[src/rtl/adcsq_pkg.sv]
package adcsq_pkg;
   // register byte addresses
   localparam logic [7:0] ADCSQ_CTRL_OFF = 8'h00;
   localparam logic [7:0] ADCSQ_DAC_RESULT_REGISTER_ZERO_OFF = 8'h04;
   localparam logic [7:0] ADCSQ_DAC_REGISTER_ONE_OFF = 8'h08;
   localparam logic [7:0] ADCSQ_PWR_OFF = 8'h0c;
   localparam logic [7:0] ADCSQ_SAMP_OFF = 8'h10;
   // control register fields
   localparam int ADCSQ_CH_LSB = 0;
   localparam int ADCSQ_RCSEL_BIT = 2;
   localparam int ADCSQ_START_BIT = 3;
   localparam int ADCSQ_DONE_BIT = 4;
   localparam int ADCSQ_DACEN0_BIT = 5;
   localparam int ADCSQ_ENADC_BIT = 6;
   localparam int ADCSQ_DACEN1_BIT = 7;
   // power control fields
   localparam int ADCSQ_IDLE_BIT = 0;
   localparam int ADCSQ_PDOWN_BIT = 1;
   localparam int ADCSQ_IEN_BIT = 2;
   // reset values
   localparam logic [7:0] ADCSQ_CTRL_RST = 8'h00;
   localparam logic [7:0] ADCSQ_DAC_RST = 8'h00;
   localparam logic [7:0] ADCSQ_PWR_RST = 8'h00;
   // timing
   localparam int ADCSQ_PCLK_PER_MC = 6;
   localparam int ADCSQ_CPU_MC = 31;
   localparam int ADCSQ_CPU_CYC = ADCSQ_CPU_MC * ADCSQ_PCLK_PER_MC;
   localparam int ADCSQ_SYNC_MC = 3;
   localparam int ADCSQ_SYNC_CYC = ADCSQ_SYNC_MC * ADCSQ_PCLK_PER_MC;
   localparam int ADCSQ_RC_CLKS = 108;
   localparam int ADCSQ_BITS = 8;
   typedef enum logic [1:0] {adcsq_idle, adcsq_sync, adcsq_conv} adcsq_state_t;
endpackage : adcsq_pkg

[src/rtl/adcsq_sync2.sv]
`timescale 1ns/1ps
`default_nettype none
module adcsq_sync2 (
   // clock and reset
   input wire logic pclk,
   input wire logic presetn,
   // level in and out
   input wire logic d,
   output logic q
);
   logic s1_r;
   logic s2_r;
   always_ff @(posedge pclk or negedge presetn) begin
      if (!presetn) begin
         s1_r <= 1'b0;
         s2_r <= 1'b0;
      end else begin
         s1_r <= d;
         s2_r <= s1_r;
      end
   end
   assign q = s2_r;
endmodule : adcsq_sync2
`default_nettype wire

[src/rtl/adcsq_top.sv]
// How it works
// - completion ends idle when interrupt enabled
// - rc clock keeps converting in power-down
// - cpu clock power-down aborts, no wake
// - two dac channels driven by registers
// - output is (value+0.5)*span/256
// - cpu clock conversion is 31 machine cycles
// - rc path adds sync plus rc clocks
// - rc select switches converter to rc
`timescale 1ns/1ps
`default_nettype none
module adcsq_top (
   // apb
   input wire logic pclk,
   input wire logic presetn,
   input wire logic psel,
   input wire logic penable,
   input wire logic pwrite,
   input wire logic [7:0] paddr,
   input wire logic [31:0] pwdata,
   output logic [31:0] prdata,
   output logic pready,
   output logic pslverr,
   // analog side
   input wire logic rc_clk_tick,
   input wire logic comp_in,
   output logic [3:0] analog_mux_sel,
   output logic [7:0] dac_result_register_zero_level,
   output logic [7:0] dac_register_one_level,
   output logic dac_result_register_zero_on,
   output logic dac_register_one_on,
   output logic adc_on,
   // cpu power
   output logic cpu_idle,
   output logic cpu_pdown,
   output logic wake_cpu,
   output logic conv_irq
);
   import adcsq_pkg::*;

   logic [7:0] ctrl_r;
   logic [7:0] dac_result_register_zero_r;
   logic [7:0] dac_register_one_r;
   logic [7:0] pwr_r;
   logic [7:0] cnt_r;
   logic [7:0] sar_r;
   logic [7:0] mask_r;
   logic wake_r;
   adcsq_state_t st_r;
   logic rc_tick_s;
   logic comp_s;
   logic rc_tick_d_r;

   adcsq_sync2 u_rc (.pclk(pclk), .presetn(presetn), .d(rc_clk_tick), .q(rc_tick_s));
   adcsq_sync2 u_cmp (.pclk(pclk), .presetn(presetn), .d(comp_in), .q(comp_s));

   wire wr = psel & penable & pwrite;
   wire rd_hit_ctrl = paddr == ADCSQ_CTRL_OFF;
   wire hit_dac_result_register_zero = paddr == ADCSQ_DAC_RESULT_REGISTER_ZERO_OFF;
   wire hit_dac_register_one = paddr == ADCSQ_DAC_REGISTER_ONE_OFF;
   wire hit_pwr = paddr == ADCSQ_PWR_OFF;
   wire hit_samp = paddr == ADCSQ_SAMP_OFF;
   wire mapped = rd_hit_ctrl | hit_dac_result_register_zero | hit_dac_register_one | hit_pwr | hit_samp;
   wire wr_ctrl = wr & rd_hit_ctrl;
   wire busy = ctrl_r[ADCSQ_START_BIT];
   wire done = ctrl_r[ADCSQ_DONE_BIT];
   wire idle_flags = ~busy & ~done;
   wire rcsel = ctrl_r[ADCSQ_RCSEL_BIT];
   wire pdown = pwr_r[ADCSQ_PDOWN_BIT];
   wire rc_edge = rc_tick_s & ~rc_tick_d_r;
   // converter step: cpu clock every cycle, rc clock on rc edges
   wire step = rcsel ? rc_edge : 1'b1;
   wire abort = pdown & ~rcsel & (st_r != adcsq_idle);
   wire start_req = wr_ctrl & pwdata[ADCSQ_START_BIT] & idle_flags;
   wire [7:0] conv_len = rcsel ? 8'(ADCSQ_RC_CLKS) : 8'(ADCSQ_CPU_CYC);
   wire finish = (st_r == adcsq_conv) & step & (cnt_r == 8'h01) & ~abort;
   // sar sample points spread across the conversion
   wire sar_step = (st_r == adcsq_conv) & step & (mask_r != 8'h00) & ~abort &
      (cnt_r[3:0] == 4'h1);

   always_ff @(posedge pclk or negedge presetn) begin
      if (!presetn) begin
         rc_tick_d_r <= 1'b0;
      end else begin
         rc_tick_d_r <= rc_tick_s;
      end
   end

   // control register: hardware set of done beats software clear
   always_ff @(posedge pclk or negedge presetn) begin
      if (!presetn) begin
         ctrl_r <= ADCSQ_CTRL_RST;
      end else begin
         if (wr_ctrl) begin
            if (idle_flags) begin
               ctrl_r[1:0] <= pwdata[1:0];
               ctrl_r[ADCSQ_RCSEL_BIT] <= pwdata[ADCSQ_RCSEL_BIT];
               ctrl_r[ADCSQ_DACEN0_BIT] <= pwdata[ADCSQ_DACEN0_BIT];
            end
            ctrl_r[ADCSQ_ENADC_BIT] <= pwdata[ADCSQ_ENADC_BIT];
            ctrl_r[ADCSQ_DACEN1_BIT] <= pwdata[ADCSQ_DACEN1_BIT];
            if (!pwdata[ADCSQ_DONE_BIT]) begin
               ctrl_r[ADCSQ_DONE_BIT] <= 1'b0;
            end
            if (start_req) begin
               ctrl_r[ADCSQ_START_BIT] <= 1'b1;
            end
         end
         if (finish) begin
            ctrl_r[ADCSQ_START_BIT] <= 1'b0;
            ctrl_r[ADCSQ_DONE_BIT] <= 1'b1;
         end
         if (abort) begin
            ctrl_r[ADCSQ_START_BIT] <= 1'b0;
         end
      end
   end

   // sequencer
   always_ff @(posedge pclk or negedge presetn) begin
      if (!presetn) begin
         st_r <= adcsq_idle;
         cnt_r <= 8'h00;
      end else if (abort) begin
         st_r <= adcsq_idle;
         cnt_r <= 8'h00;
      end else begin
         unique case (st_r)
            adcsq_idle: begin
               if (start_req) begin
                  st_r <= rcsel ? adcsq_sync : adcsq_conv;
                  cnt_r <= rcsel ? 8'(ADCSQ_SYNC_CYC) : conv_len;
               end
            end
            adcsq_sync: begin
               if (cnt_r == 8'h01) begin
                  st_r <= adcsq_conv;
                  cnt_r <= conv_len;
               end else begin
                  cnt_r <= cnt_r - 8'h01;
               end
            end
            adcsq_conv: begin
               if (finish) begin
                  st_r <= adcsq_idle;
               end else if (step) begin
                  cnt_r <= cnt_r - 8'h01;
               end
            end
         endcase
      end
   end

   // successive approximation into the shared result register
   always_ff @(posedge pclk or negedge presetn) begin
      if (!presetn) begin
         sar_r <= 8'h00;
         mask_r <= 8'h00;
      end else if (start_req) begin
         sar_r <= 8'h80;
         mask_r <= 8'h80;
      end else if (sar_step) begin
         sar_r <= (comp_s ? sar_r : (sar_r & ~mask_r)) | (mask_r >> 1);
         mask_r <= mask_r >> 1;
      end
   end

   // dac registers; result of a conversion lands in dac zero
   always_ff @(posedge pclk or negedge presetn) begin
      if (!presetn) begin
         dac_result_register_zero_r <= ADCSQ_DAC_RST;
         dac_register_one_r <= ADCSQ_DAC_RST;
      end else begin
         if (finish || abort) begin
            dac_result_register_zero_r <= sar_r;
         end else if (wr && hit_dac_result_register_zero) begin
            dac_result_register_zero_r <= pwdata[7:0];
         end
         if (wr && hit_dac_register_one) begin
            dac_register_one_r <= pwdata[7:0];
         end
      end
   end

   // power control; completion wakes from idle when interrupt enabled, abort does not
   always_ff @(posedge pclk or negedge presetn) begin
      if (!presetn) begin
         pwr_r <= ADCSQ_PWR_RST;
         wake_r <= 1'b0;
      end else begin
         wake_r <= finish & pwr_r[ADCSQ_IEN_BIT] & (pwr_r[ADCSQ_IDLE_BIT] | pdown);
         if (wr && hit_pwr) begin
            pwr_r <= {5'h00, pwdata[2:0]};
         end else if (finish && pwr_r[ADCSQ_IEN_BIT]) begin
            pwr_r[ADCSQ_IDLE_BIT] <= 1'b0;
            pwr_r[ADCSQ_PDOWN_BIT] <= 1'b0;
         end
      end
   end

   assign prdata = !psel ? 32'h0000_0000 :
      rd_hit_ctrl ? {24'h000000, ctrl_r} :
      hit_dac_result_register_zero ? {24'h000000, dac_result_register_zero_r} :
      hit_dac_register_one ? {24'h000000, dac_register_one_r} :
      hit_pwr ? {24'h000000, pwr_r} :
      hit_samp ? {24'h000000, sar_r} : 32'h0000_0000;
   assign pready = 1'b1;
   assign pslverr = psel & penable & ~mapped;

   assign analog_mux_sel = 4'(1) << ctrl_r[1:0];
   // dac output (value+0.5)*span/256 is the ladder tap selected by the code
   assign dac_result_register_zero_level = dac_result_register_zero_r;
   assign dac_register_one_level = dac_register_one_r;
   assign dac_result_register_zero_on = ctrl_r[ADCSQ_DACEN0_BIT];
   assign dac_register_one_on = ctrl_r[ADCSQ_DACEN1_BIT];
   assign adc_on = ctrl_r[ADCSQ_ENADC_BIT];
   assign cpu_idle = pwr_r[ADCSQ_IDLE_BIT];
   assign cpu_pdown = pwr_r[ADCSQ_PDOWN_BIT];
   assign wake_cpu = wake_r;
   assign conv_irq = done & pwr_r[ADCSQ_IEN_BIT];
endmodule : adcsq_top
`default_nettype wire

[config.mk]
export PLATFORM = sky130hd
export DESIGN_NAME = adcsq_top
export DESIGN_NICKNAME = d
export VERILOG_FILES = /design/src/rtl/adcsq_pkg.sv /design/src/rtl/adcsq_sync2.sv /design/src/rtl/adcsq_top.sv
export SDC_FILE = /design/constraint.sdc
export NUM_CORES = 1
export LEC_CHECK = 0
export ABC_AREA = 1
export BUFFER_PORTS_ARGS = -buffer_cell sky130_fd_sc_hd__buf_2
export CAP_MARGIN = 10
export CORE_ASPECT_RATIO = 1.4
export CORE_MARGIN = 10
export CORE_UTILIZATION = 47
export CTS_BUF_LIST = sky130_fd_sc_hd__clkbuf_16
export DETAILED_ROUTE_END_ITERATION = 10
export GPL_TIMING_DRIVEN = 0
export HOLD_SLACK_MARGIN = 0.15
export PLACE_DENSITY = 0.77
export SYNTH_ARGS = -nofsm -noshare
export SYNTH_HDL_FRONTEND = slang
export SYNTH_SLANG_ARGS = --single-unit
[constraint.sdc]
create_clock -name pclk -period 1.6 [get_ports pclk]
set_clock_uncertainty 0.1 [all_clocks]
set_input_delay 0.08 -clock pclk [delete_from_list [all_inputs] [get_ports pclk]]
set_output_delay 0.08 -clock pclk [all_outputs]
set_load 0.01 [all_outputs]
==> impl_results.md <==
- Nets@finish: between 600 and 700
- Layout cells sized above 1: between 30% and 40%
- Psw: between 0.0008 and 0.0009 W
- Core Area: between 7000 and 8000 um2
- P_leak: 2.67 nW
- DR pass1 iterations: 6
- Synth Cell Area: 3550 um2
- Hold Fails Final Rpt: 0
- WL/cell: ~16 um
- Setup TNS: -3.95 ns
- Gpl congestion: ~0.9
- Slew Limit Fails: 0
- Die area: 11500 um2
- Detail Route Antenna Nets: 0
- Comb power frac: under 10%
- Worst-path clk slew: roughly 0.050 ns
- Yosys warns: 0
- CP Max Fanout: 7
- Crit-path cells: buf_6, ha_4, inv_4, a21oi_4, nand3_2, nor2_4, inv_2, nand2_4, inv_8, nand2_2, nand2_2
- Max Freq: 562 MHz
- 1st-iter DRT viols: 290
- Startpoint Class: flip-flop
- Clk pwr share: roughly 53%
- CP Capture Type: flip-flop
- Worst Tran Pin Value: between 0.5 and 0.6 ns
- Largest net degree at the start of global routing: 39
- CP arrival: roughly 1.9 ns
- First-pass GRT wire length: 17.0 mm
- Initial core utilization: 48.3%
- Sw frac: roughly 22%
- Min cycle time layout: 1.78 ns
- Die Y: 123 um
- Worst path max stage delay: approximately 0.41 ns
- Fill cells: 559
- Worst vdd ir: roughly 600 uV
- Flop-to-flop setup slack: -0.18 ns
- Mapped Cells: around 480
- Register area: 1480 um2
- Cell row count: 37
- Clk sinks: slightly below 60
- Cell Int Power: around 0.003 W
- Initial antenna violation count: 0
- Synth cell types: 33
- Seq/Total Area, Yosys: between 40% and 50%
- Failing checks: negative setup slack
- Post-synthesis register bit count: between 50 and 60
- Power density over the cells: 752 nW/um2
- DRC Markers: 0
- Status: finished with violations
- I/O Pins: ~110
- Synth Area per Inst: about 7.4 um2
- Final wirelength: 11.3 mm
- Final standard cell area without fillers: 5080 um2
- Period Utilization, post-route: 111%
- Via count: 3804
- Total power draw: about 0.0038 W
- Root Buffer: clkbuf_16
- Number of global-route vias before repair: around 3600
- Reg-to-reg endpoint: mask_r[0]
- Die X-Extent: between 90 and 100 um
- H-tree Lvls: 3
- Skew-Pair Late Insertion Delay: around 0.34 ns
- Port buffer count: 57
- Critical Path Sink: mask_r[0]
- # diodes: 0
- Relative slew slack: roughly 66%
- Slowest library cell on the worst path: dfrtp_1
- WS Path Type: flip-flop to flip-flop
- Worst r2r path cells: 11
- Area of the multi-input gates: ~2000 um2
- DP Area: a little over 4000 um2
- HPWL Detailed: around 7.4 mm
- TritonCTS Buffers: 9
- Final setup vio count: 35
- Clock Tree Buf Depth: 2
- Worst hold slack: about 0.15 ns
- All-Layer GR Usage: 18.5%
- Worst Setup SP: st_r[1]
- Final worst slack: -0.178 ns
- Part of the power in registers: around 40%
- Worst path most repeated cell: nand2_2
- Class of the most critical hold timing path: input port to asynchronous set/reset pin
- TritonCTS clock tree: yes
- # Max-Cap Violations: 0
- GRT overflow: 0
- CP Data Required Time: between 1.5 and 2 ns
- Vias per inst: 5.27
- Layout area overhead: 42.9%
- Setup repair after global routing missed its margin: true
- Crit Reg-Reg Startpoint: st_r[1]
per-stage QoR:
stage               worst slack, ns  util (%)  instances
finish                       -0.178      69.0        722
global route                 -0.280      69.0        722
CTS                         -0.0576      64.9        702
detailed placement           -0.291      55.5        661
global placement             -0.211      55.2        660
floorplan                   0.00270         -        506
power groups by stage:
| stage | Clock (W) | Combinational, W | Sequential, W |
|---|---|---|---|
| 3_5_place_dp | 0 | 0.000225 | 0.00155 |
| 6_report | 0.00203 | 0.000256 | 0.00153 |
| 4_1_cts | 0.00204 | 0.000247 | 0.00152 |
| 5_1_grt | 0.00211 | 0.000284 | 0.00153 |
| 2_1_floorplan | 0 | 0.000122 | 0.00155 |
| 3_3_place_gp | 0 | 0.000214 | 0.00155 |
placed cells by master, fill, tap and decap left out, drive strengths merged, types with 2 or more instances in the layout:
| master | synthesis | final |
|---|---|---|
| inv | 65 | 66 |
| bufinv | 0 | 2 |
| nand3 | 62 | 62 |
| a31oi | 5 | 5 |
| clkbuf | 2 | 10 |
| nand2 | 149 | 149 |
| o21ai | 45 | 45 |
| nor2 | 34 | 34 |
| a21oi | 9 | 9 |
| buf | 31 | 123 |
| clkinv | 0 | 2 |
| ha | 5 | 5 |
| nand4 | 4 | 4 |
| nor3 | 2 | 2 |
| conb | 2 | 25 |
| o211ai | 3 | 3 |
| dfrtp | 59 | 59 |
| clkinvlp | 0 | 3 |
| dlygate4sd3 | 0 | 11 |
critical path, delay by kind of cell, from the launching register on:
kind,cells,cell delay (ns)
buf+inv,4,0.31
compound gates,1,0.12
flops,1,0.41
simple gates,5,0.54
fa+ha+maj,1,0.17
area by class of cell:
class,count,share of cell area [%]
repair buffers,103,13.7
clock inverters,7,1.68
well taps,97,2.39
clock buffers,9,4.44
multi-input cells,349,38.6
repair inverters,1,0.0986
inverters,65,5.13
flip-flops and latches,59,29.2
plain buffers,32,4.83
worst min-delay path by stage:
stage	cells past startpoint	to
5_1_grt	2	mask_r[7]
3_3_place_gp	1	u_cmp.s1_r
2_1_floorplan	0	cnt_r[0]
4_1_cts	2	mask_r[7]
3_5_place_dp	1	mask_r[6]
6_report	2	mask_r[7]
flip-flops by register name, summed over array words and instances, names as in the netlist:
signal / flops
dac_register_one_level: 8
pwr_r: 3
u_rc.s1_r: 1
rc_tick_d_r: 1
ctrl_r: 8
u_rc.q: 1
mask_r: 8
u_cmp.s1_r: 1
st_r: 2
wake_cpu: 1
sar_r: 8
dac_result_register_zero_level: 8
cnt_r: 8
u_cmp.q: 1
kinds of logic after synthesis:
kind of cell / share of synthesized area, %
AND/OR/NAND/NOR: 32.5
buffers and inverters: 13.8
AO/OA/AOI/OAI: 9.33
flip-flops: 41.6
adder cells (fa/ha/maj): 1.76
other: 0.211
XOR/XNOR: 0.493
multiplexers: 0.317
layer usage:
metal	track usage [%]	share of wire, %	vias up
met3	5.31	9.4	49
met1	19.2	36	1757
li1	-	-	1772
met5	0	0	-
met2	32.6	51	226
met4	9.96	3.7	0
cells in the mapped netlist (all sizes together):
library cell | n | share of area [%]
nand2 | 149 | 16
inv | 65 | 6.9
nand3 | 62 | 8.9
dfrtp | 59 | 42
o21ai | 45 | 6.3
nor2 | 34 | 5.2
buf | 31 | 6.7
a21oi | 9 | 1.3
a31oi | 5 | 0.88
ha | 5 | 1.8
nand4 | 4 | 1.1
o211ai | 3 | 0.63
clkbuf | 2 | 0.21
conb | 2 | 0.21
nor3 | 2 | 0.60
a21boi | 1 | 0.21
and3 | 1 | 0.18
mux2 | 1 | 0.32
nand3b | 1 | 0.21
xnor2 | 1 | 0.25
xor2 | 1 | 0.25
timing repair:
| item | in CTS | in global routing |
|---|---|---|
| cloned | 2 | 1 |
| endpoints found under the hold margin | 88 | 0 |
| pin swaps | 14 | 20 |
| gates resized for setup | 44 | 53 |
| hold buffers | 11 | 0 |
| endpoints found under the setup margin | 40 | 45 |
| buffers inserted | 13 | 20 |
Note: power is estimated with default switching activity, not from simulation.
